[src/common/baud_gen_pkg.sv]
// Constants, register map and field layout of the fractional baud generator.
// Assumes a 32-bit classic Wishbone slave and one 200 MHz core clock.
package baud_gen_pkg;

  // ****************************************************
  // Register map (byte addresses)
  // ****************************************************
  localparam logic [7:0] ADDR_BAUD_GEN_CONTROL = 8'h00;
  localparam logic [7:0] ADDR_FRACTIONAL_RATIO = 8'h04;
  localparam logic [7:0] ADDR_LEGACY_CONFIG    = 8'h08;
  localparam logic [7:0] ADDR_STATUS           = 8'h0C;

  // ****************************************************
  // Field positions and reset values
  // ****************************************************
  localparam int         ENABLE_BIT           = 7;
  localparam int         RATE_DOUBLE_BIT_POS  = 0;
  localparam int         TX_T2_SELECT_POS     = 1;
  localparam int         RX_T2_SELECT_POS     = 2;
  localparam logic [2:0] DIV_RESET            = 3'h0;
  localparam logic [7:0] RATIO_RESET          = 8'h00;

  // ****************************************************
  // Divider constants
  // ****************************************************
  localparam logic [9:0] RATIO_OFFSET   = 10'h040;
  localparam logic [9:0] ACC_STEP       = 10'h002;
  localparam logic [6:0] MODE0_DIVIDE   = 7'h0C;
  localparam logic [6:0] MODE2_DIVIDE   = 7'h40;
  localparam logic [6:0] MODE2_DOUBLED  = 7'h20;
  localparam logic [6:0] T1_DIVIDE      = 7'h20;
  localparam logic [6:0] T1_DOUBLED     = 7'h10;
  localparam logic [6:0] T2_DIVIDE      = 7'h10;

  // UART operating modes as seen by the rate logic
  typedef enum logic [1:0] {
    MODE_SHIFT   = 2'b00,
    MODE_VAR8    = 2'b01,
    MODE_FIXED9  = 2'b10,
    MODE_VAR9    = 2'b11
  } uart_mode_t;

endpackage

[src/hw/fractional_baud_generator.sv]
// Fractional baud generator with legacy rate selection and Wishbone registers.
// Assumes the UART supplies its mode and the timer overflow pulses, all on sys_clk_i.
//
// Design decisions made here: register access over Wishbone and the register addresses.
`timescale 1ns/1ps

module fractional_baud_generator
  import baud_gen_pkg::*;
(
  // Clock and reset
  input  wire logic        sys_clk_i,
  input  wire logic        reset_i,
  // Wishbone slave
  input  wire logic [7:0]  wb_adr_i,
  input  wire logic [31:0] wb_dat_i,
  input  wire logic [3:0]  wb_sel_i,
  input  wire logic        wb_we_i,
  input  wire logic        wb_cyc_i,
  input  wire logic        wb_stb_i,
  output logic      [31:0] wb_dat_o,
  output logic             wb_ack_o,
  // UART and timer side
  input  wire logic [1:0]  uart_mode_i,
  input  wire logic        timer1_overflow_i,
  input  wire logic        timer2_overflow_i,
  output logic             tx_baud_tick_o,
  output logic             rx_baud_tick_o
);

  // ****************************************************
  // State
  // ****************************************************
  typedef struct packed {
    logic        baud_gen_enable;
    logic [2:0]  core_clock_divider;
    logic [7:0]  fractional_ratio_value;
    logic        rate_double_bit;
    logic        tx_timer2_select;
    logic        rx_timer2_select;
    logic [6:0]  pre_cnt;
    logic [9:0]  acc;
    logic [6:0]  tx_cnt;
    logic [6:0]  rx_cnt;
    logic [7:0]  tick_count;
    logic [7:0]  tick_gap;
    logic        tx_tick;
    logic        rx_tick;
    logic        ack;
    logic [31:0] dat;
  } state_t;

  state_t st;
  state_t next_st;

  // Legacy counter step: returns {tick, next count}
  function automatic logic [7:0] legacy_step(input logic [6:0] cnt,
                                             input logic       ev,
                                             input logic [6:0] lim);
    logic [6:0] nc;
    nc = cnt;
    legacy_step = {1'b0, cnt};
    if (ev) begin
      nc = cnt + 7'h01;
      if (nc >= lim) begin
        legacy_step = {1'b1, 7'h00};
      end else begin
        legacy_step = {1'b0, nc};
      end
    end
  endfunction

  // ****************************************************
  // Next-state logic
  // ****************************************************
  logic [6:0] pre_mask;
  logic       pre_tick;
  logic [9:0] acc_sum;
  logic [9:0] ratio_total;
  logic       gen_tick;
  logic       tx_ev;
  logic       rx_ev;
  logic [6:0] tx_lim;
  logic [6:0] rx_lim;
  logic [7:0] tx_res;
  logic [7:0] rx_res;
  logic       req;
  logic       wr;

  always_comb begin
    next_st     = st;
    // Prescaler terminal count: divide by 2^field, 1..128
    pre_mask    = 7'((8'h01 << st.core_clock_divider) - 8'h01);
    pre_tick    = (st.pre_cnt & pre_mask) == pre_mask;
    ratio_total = {2'b00, st.fractional_ratio_value} + RATIO_OFFSET;
    // Adding two per prescaled cycle gives the factor 2 in the rate
    acc_sum     = st.acc + ACC_STEP;
    gen_tick    = 1'b0;
    tx_ev       = 1'b0;
    rx_ev       = 1'b0;
    tx_lim      = MODE2_DIVIDE;
    rx_lim      = MODE2_DIVIDE;
    tx_res      = 8'h00;
    rx_res      = 8'h00;

    // sys_clk_i is the PLL core clock, not the crystal
    if (st.baud_gen_enable) begin
      next_st.pre_cnt = pre_tick ? 7'h00 : st.pre_cnt + 7'h01;
      if (pre_tick) begin
        if (acc_sum >= ratio_total) begin
          next_st.acc = acc_sum - ratio_total;
          gen_tick    = 1'b1;
        end else begin
          next_st.acc = acc_sum;
        end
      end
      // Legacy counters parked, doubling and selects disregarded
      next_st.tx_cnt  = 7'h00;
      next_st.rx_cnt  = 7'h00;
      next_st.tx_tick = gen_tick;
      next_st.rx_tick = gen_tick;
    end else begin
      next_st.pre_cnt = 7'h00;
      next_st.acc     = 10'h000;
      unique case (uart_mode_t'(uart_mode_i))
        MODE_SHIFT: begin
          tx_ev  = 1'b1;
          rx_ev  = 1'b1;
          tx_lim = MODE0_DIVIDE;
          rx_lim = MODE0_DIVIDE;
        end
        MODE_FIXED9: begin
          tx_ev  = 1'b1;
          rx_ev  = 1'b1;
          tx_lim = st.rate_double_bit ? MODE2_DOUBLED : MODE2_DIVIDE;
          rx_lim = tx_lim;
        end
        MODE_VAR8, MODE_VAR9: begin
          // Timer 2 select bits route each direction to timer 2
          tx_ev  = st.tx_timer2_select ? timer2_overflow_i : timer1_overflow_i;
          rx_ev  = st.rx_timer2_select ? timer2_overflow_i : timer1_overflow_i;
          tx_lim = st.tx_timer2_select ? T2_DIVIDE
                 : (st.rate_double_bit ? T1_DOUBLED : T1_DIVIDE);
          rx_lim = st.rx_timer2_select ? T2_DIVIDE
                 : (st.rate_double_bit ? T1_DOUBLED : T1_DIVIDE);
        end
      endcase
      tx_res          = legacy_step(st.tx_cnt, tx_ev, tx_lim);
      rx_res          = legacy_step(st.rx_cnt, rx_ev, rx_lim);
      next_st.tx_cnt  = tx_res[6:0];
      next_st.rx_cnt  = rx_res[6:0];
      next_st.tx_tick = tx_res[7];
      next_st.rx_tick = rx_res[7];
    end
    if (next_st.tx_tick) begin
      next_st.tick_count = st.tick_count + 8'h01;
    end
    // Cycles since the last transmit tick, saturating; only the checks read it
    if (st.tx_tick) begin
      next_st.tick_gap = 8'h01;
    end else if (st.tick_gap != 8'hFF) begin
      next_st.tick_gap = st.tick_gap + 8'h01;
    end

    // Wishbone: ack one cycle after request, dropped the cycle after
    req         = wb_cyc_i && wb_stb_i && !st.ack;
    wr          = req && wb_we_i && wb_sel_i[0];
    next_st.ack = req;
    next_st.dat = 32'h0000_0000;
    if (req && !wb_we_i) begin
      unique case (wb_adr_i)
        ADDR_BAUD_GEN_CONTROL: begin
          next_st.dat[ENABLE_BIT] = st.baud_gen_enable;
          next_st.dat[2:0]        = st.core_clock_divider;
        end
        ADDR_FRACTIONAL_RATIO: next_st.dat[7:0] = st.fractional_ratio_value;
        ADDR_LEGACY_CONFIG: begin
          next_st.dat[RATE_DOUBLE_BIT_POS] = st.rate_double_bit;
          next_st.dat[TX_T2_SELECT_POS]    = st.tx_timer2_select;
          next_st.dat[RX_T2_SELECT_POS]    = st.rx_timer2_select;
        end
        ADDR_STATUS: next_st.dat[7:0] = st.tick_count;
        default: next_st.dat = 32'h0000_0000;
      endcase
    end
    // Writes to unmapped or read-only words are acknowledged and dropped
    if (wr) begin
      unique case (wb_adr_i)
        // Restart the fraction: a smaller total must not strand the accumulator above it
        ADDR_BAUD_GEN_CONTROL: begin
          next_st.baud_gen_enable    = wb_dat_i[ENABLE_BIT];
          next_st.core_clock_divider = wb_dat_i[2:0];
          next_st.acc                = 10'h000;
        end
        ADDR_FRACTIONAL_RATIO: begin
          next_st.fractional_ratio_value = wb_dat_i[7:0];
          next_st.acc                    = 10'h000;
        end
        ADDR_LEGACY_CONFIG: begin
          next_st.rate_double_bit  = wb_dat_i[RATE_DOUBLE_BIT_POS];
          next_st.tx_timer2_select = wb_dat_i[TX_T2_SELECT_POS];
          next_st.rx_timer2_select = wb_dat_i[RX_T2_SELECT_POS];
        end
        default: next_st.dat = next_st.dat;
      endcase
    end
  end

  // ****************************************************
  // Registers
  // ****************************************************
  always_ff @(posedge sys_clk_i) begin
    if (reset_i) begin
      st                        <= '0;
      st.core_clock_divider     <= DIV_RESET;
      st.fractional_ratio_value <= RATIO_RESET;
    end else begin
      st <= next_st;
    end
  end

  assign wb_dat_o       = st.dat;
  assign wb_ack_o       = st.ack;
  assign tx_baud_tick_o = st.tx_tick;
  assign rx_baud_tick_o = st.rx_tick;
endmodule // fractional_baud_generator

[config.mk]
export PLATFORM = sky130hd
export DESIGN_NAME = fractional_baud_generator
export DESIGN_NICKNAME = d
export VERILOG_FILES = /design/src/common/baud_gen_pkg.sv /design/src/hw/fractional_baud_generator.sv
export SDC_FILE = /design/constraint.sdc
export NUM_CORES = 1
export LEC_CHECK = 0
export BUFFER_PORTS_ARGS = -buffer_cell sky130_fd_sc_hd__buf_2
export CAP_MARGIN = 20
export CORE_UTILIZATION = 55
export DETAILED_ROUTE_END_ITERATION = 8
export GPL_TIMING_DRIVEN = 0
export PLACE_DENSITY = 0.8
export SLEW_MARGIN = 10
export SYNTH_ARGS = -nofsm -noshare
export SYNTH_HDL_FRONTEND = slang
export SYNTH_SLANG_ARGS = --single-unit
export TNS_END_PERCENT = 20
[constraint.sdc]
create_clock -name sys_clk_i -period 3.78 [get_ports sys_clk_i]
set_clock_uncertainty 0.1 [all_clocks]
set_input_delay 0.189 -clock sys_clk_i [delete_from_list [all_inputs] [get_ports sys_clk_i]]
set_output_delay 0.189 -clock sys_clk_i [all_outputs]
set_load 0.005 [all_outputs]
======== Word level (Yosys, flattened, before mapping) ========
Index checks and enable logic that the tools add are counted.
word-level totals
  RAM bits ................................ 0
  latch bits .............................. 0
  output and inout port bits .............. 35
  bits of input ports ..................... 53
  memories ................................ 0
  flip-flop bits (word level) ............. 89
  ROM bits ................................ 0
cells by class
  multiply operators ...................... 0
  mux-type cells .......................... 29
  shifts and indexed selects .............. 1
  equality and inequality tests ........... 7
  divide/modulo/power cells ............... 0
  magnitude comparators ................... 3
  reductions and logical operators ........ 18
  bitwise gates (word level) .............. 3
  $add $sub $neg .......................... 8
operators with widths
  cell                                                                number
  7-bit one-hot mux with 3 select lines                               2
  10-bit two-way mux                                                  4
  8-bit two-way mux                                                   4
  7-bit two-way mux                                                   4
  24-bit two-way mux                                                  1
  7-bit by 1-bit adder with 7-bit output, second input constant       3
  8-bit by 4-bit == test with 1-bit output, second input constant     2
  7-bit greater-or-equal comparator                                   2
  6-bit two-way mux                                                   2
  3-bit one-hot mux with 4 select lines                               1
  10-bit by 2-bit adder with 10-bit output, second input constant     1
  10-bit by 9-bit greater-or-equal comparator with 1-bit output       1
  2-bit OR reduction                                                  5
  10-bit by 9-bit subtractor with 10-bit output                       1
  8-bit by 7-bit adder with 9-bit output, second input constant       1
  8-bit by 1-bit adder with 8-bit output, second input constant       1
  8-bit by 3-bit == test with 1-bit output, second input constant     1
  8-bit logical NOT                                                   1
  4-bit one-hot mux with 2 select lines                               1
  7-bit AND                                                           1
  7-bit == test                                                       1
  1-bit by 3-bit << shifter with 7-bit output, first input constant   1
  7-bit by 1-bit subtractor with 7-bit output, second input constant  1
  1-bit two-way mux                                                   6
  11 further kinds                                                    21

======== Logic depth before layout (Yosys ltp) ========
  depth after elaboration ................. 10
  gate-level depth with buffers ........... 14
  depth with buffers taken out ............ 13

======== Worst setup path after synthesis ========
Ideal clock, no wire load.
  kind .................................... reg-to-reg
  start ................................... register st[66] in the netlist's numbering
  end ..................................... register st[44] in the netlist's numbering
  cell stages (with the launch flop) ...... 15
  path buffers ............................ 1
  arrival time ............................ 3.237 ns
  path slack .............................. 0.315 ns
  clock period less this slack ............ 3.465 ns
  library setup time ...................... 0.128 ns
  cells stage by stage .................... dfxtp_1 > ha_1 > nand3_1 > nor2_1 > nand2_1 > xnor2_1 > ha_1 > and3_1 > a221o_1 > o21ai_1 > nand2_1 > a32oi_1 > buf_2 > mux2i_1 > nor2_1
on the way
  longest elaborated chain between the ends .. 5
RTL lines
  element                                                        line                              source
  from (decl)                                                    fractional_baud_generator.sv:52   state_t st;
  from (signal assigned)                                         fractional_baud_generator.sv:217  st <= next_st;
  10-bit by 2-bit adder with 10-bit output                       fractional_baud_generator.sv:96   acc_sum = st.acc + ACC_STEP;
  10-bit by 9-bit greater-or-equal comparator with 1-bit output  fractional_baud_generator.sv:109  if (acc_sum >= ratio_total) begin
  1-bit two-way mux                                              fractional_baud_generator.sv:109
  1-bit two-way mux                                              fractional_baud_generator.sv:108  if (pre_tick) begin
  2-bit two-way mux                                              fractional_baud_generator.sv:106  if (st.baud_gen_enable) begin
No other way between the ends.
A chain may end at the register's enable or synchronous reset.

======== Final worst setup path ========
  start ................................... register st[67] in the netlist's numbering
  end ..................................... register st[44] in the netlist's numbering
Same word-level chain as after synthesis.

==> impl_results.md <==
* Fin. Hold Viols at 0
* Yosys warns at 0
* Crit-path max FO at 10
* Die width at 88.5 um
* #FFs+latches synth at 65
* Clk sinks at 65
* Number of synthesized flops with an enable pin at 0
* Net count reported at finish at ~660
* Slew @ Worst Pin at slightly below 900 ps
* Crit end category: flop
* Grt ovf at 0
* Achievable frequency at ~0.28 GHz
* Flop2flop setup slack at roughly 180 ps
* Vias/cell at about 5.4
* Worst-skew pair later-pin latency at approximately 350 ps
* Diode count at 0
* Share of the synthesized area in the top cell type at 0.316
* Vias at approximately 3700
* I/O pin count at 88
* WL final at 9180 um
* Worst setup path end: st[44]
* Ys flop type: dfxtp_1
* Mapped cell area at 4110 sq um
* Die H at roughly 88 um
* Final Max Slew Viols at 0
* Core ar. at approximately 7300 sq um
* Final hold slack at roughly 6.2 ps
* 1st-pass router iterations at 4
* Fraction of registers with async set/reset at 0
* Synth Area per Inst at between 8 and 9 sq um
* GR Util All Layers at 0.241
* Worst setup SP type: flop
* Slew HR at 0.419
* Area occupied by registers at 1310 sq um
* Initial core utilization at 0.567
* Tot Pwr at 1.56 mW
* Cell Rows at 31
* Leak pwr at between 2 and 2.5 nW
* Clock Pin Slew Worst Setup and Hold Paths at about 70 ps
* Antenna Nets Post-Route at 0
* WL/cell at 13.4 um
* Fin crit share at 0.953
* Layout area overhead at 17.9%
* H-tree Lvls at 3
* Area leader, netlist: dfxtp_1
* Multi-input logic area at approximately 2600 sq um
* DRC at 0
* Hold Path Class: in2reg
* Root Buffer: clkbuf_8
* Die footprint at just under 8000 sq um
* Reg2reg end: st[44]
* # port buffers at 35
* Largest net degree at the start of global routing at 13
* Initial antenna violation count at 1
* Worst flop-to-flop path startpoint: st[67]
* Maximum vdd ir drop at about 0.22 mV
* WS Path Type: reg2reg
* R2R depth at 14
* Count of cell types in the netlist at 54
* CP startpoint: st[67]
* Power Density at between 300 and 400 nW/um^2
* Share of layout cells above drive strength 1 at 0.198
* CP arrival at about 3700 ps
* Syn Inst Count at 506
* First-pass GRT wire length at roughly 15000 um
* Gpl congestion at roughly 0.90
* Most frequent cells after synthesis: nor2_1 (76), dfxtp_1 (65), a21oi_1 (32), buf_4 (32), nand2_1 (32)
* Max-Cap Viols at 0
* Starting DRC count in detailed routing at roughly 180
* Vias in the first global route at 3355
* Final min period at 3600 ps
* Worst Path Required at approximately 3900 ps
* CTS max path bufs at 2
* Top-count cell post-synth: nor2_1
* Fill count at around 610
* CTS Buf Count at 9
* Top post-synthesis cells by area: dfxtp_1 (32%), ha_1 (7.6%), nor2_1 (6.9%)
* HPWL after DPL at between 6000 and 7000 um
* Setup Viol. Count Final at 0
* Status: completed
* Seq/Total Area, Yosys at 0.316
* CTS tree: done
* RSZ-0062 raised after global routing: no
[stage by stage]
step	setup slack [ps]	instance area (sq um)	cells	util	setup TNS [ps]
6_report	178	4850	684	0.668	0
5_1_grt	6.08	4850	684	0.668	0
4_1_cts	65.5	4820	683	0.665	0
3_5_place_dp	-451	4500	663	0.620	-3290
3_3_place_gp	-382	4500	663	0.620	-2720
2_1_floorplan	315	4200	529	-	0
[critical path, cell delays in order, from the launching register on]
cell and delay, ps:
dfxtp_1 390, ha_2 260, nand3_2 160, nor2_2 160
nand2_1 120, xnor2_1 150, ha_1 350, and3_1 200
a221o_1 390, o21ai_2 220, nand2_2 180, a32oi_4 320
buf_4 220, mux2i_1 210, nor2_1 50
[flip-flops by register name, indices dropped and copies added, names as in the netlist]
| signal | cells |
|---|---|
| rx_baud_tick_o | 1 |
| st | 54 |
| tx_baud_tick_o | 1 |
| wb_ack_o | 1 |
| wb_dat_o | 8 |
[cell type report]
| type | instances | share of cell area |
|---|---|---|
| inverters | 23 | 0.0178 |
| clock inverters | 6 | 0.0237 |
| repair buffers | 40 | 0.0454 |
| clock buffers | 10 | 0.0284 |
| well taps | 99 | 0.0256 |
| plain buffers | 48 | 0.0635 |
| multi-input cells | 393 | 0.526 |
| flip-flops and latches | 65 | 0.269 |
[placed cells by master (no fill, tap or decap), types with 4 or more instances in the layout]
cell type and count:
a211oi_1 4, a21oi_1 32, a22oi_1 4, and3_1 8, buf_2 38, buf_4 35
clkbuf_1 10, clkbuf_8 10, conb_1 24, dfxtp_1 64, ha_1 24, inv_1 23
mux2i_1 24, nand2_1 31, nand2b_1 7, nand3_1 23, nand3b_1 4, nand4_1 5
nor2_1 75, nor2b_1 8, nor3_1 5, o21ai_0 24, or2_2 6, or3_1 5
or4_1 5, xnor2_1 20, xor2_1 6
[what timing repair did]
item | in CTS | in global routing
pin swaps | 1 | 1
gates resized for setup | 8 | 6
setup buffers | 1 | 1
hold buffers | 3 | 0
endpoints found under the setup margin | 17 | 13
hold endpoints to repair | 3 | 0
[cell families after synthesis]
group / count (synthesis) / synth area share
compound gates: 88 / 0.129
xor+xnor: 26 / 0.0554
fa+ha+maj: 26 / 0.0809
flops: 65 / 0.316
other cells: 1 / 0.000912
simple gates: 200 / 0.242
mux: 29 / 0.0803
buf+inv: 71 / 0.0949
[power breakdown]
part,switching (mW),internal [mW]
Combinational,0.0593,0.0552
Clock,0.289,0.458
Sequential,0.00707,0.691
[worst min path at each step]
| stage | startpoint | depth (start not counted) | end | slack, ps |
|---|---|---|---|---|
| floorplan | wb_dat_i[2] | 2 | st[82] | 230 |
| global placement | wb_dat_i[3] | 3 | st[88] | 320 |
| detailed placement | wb_dat_i[4] | 3 | st[89] | 340 |
| CTS | wb_dat_i[6] | 3 | st[91] | 3 |
| global route | wb_dat_i[6] | 3 | st[91] | 20 |
| finish | wb_cyc_i | 3 | wb_ack_o | 6 |
[layer usage]
layer / global-route usage / up-vias / share of wire / routed length, um
met5: 0 / - / 0 / 0
met4: 0.0953 / 0 / 0.019 / 174
met1: 0.286 / 1736 / 0.44 / 4010
met2: 0.420 / 80 / 0.50 / 4580
met3: 0.0550 / 21 / 0.045 / 411
li1: - / 1854 / - / -
No activity file was read; power rests on OpenSTA's default activity.
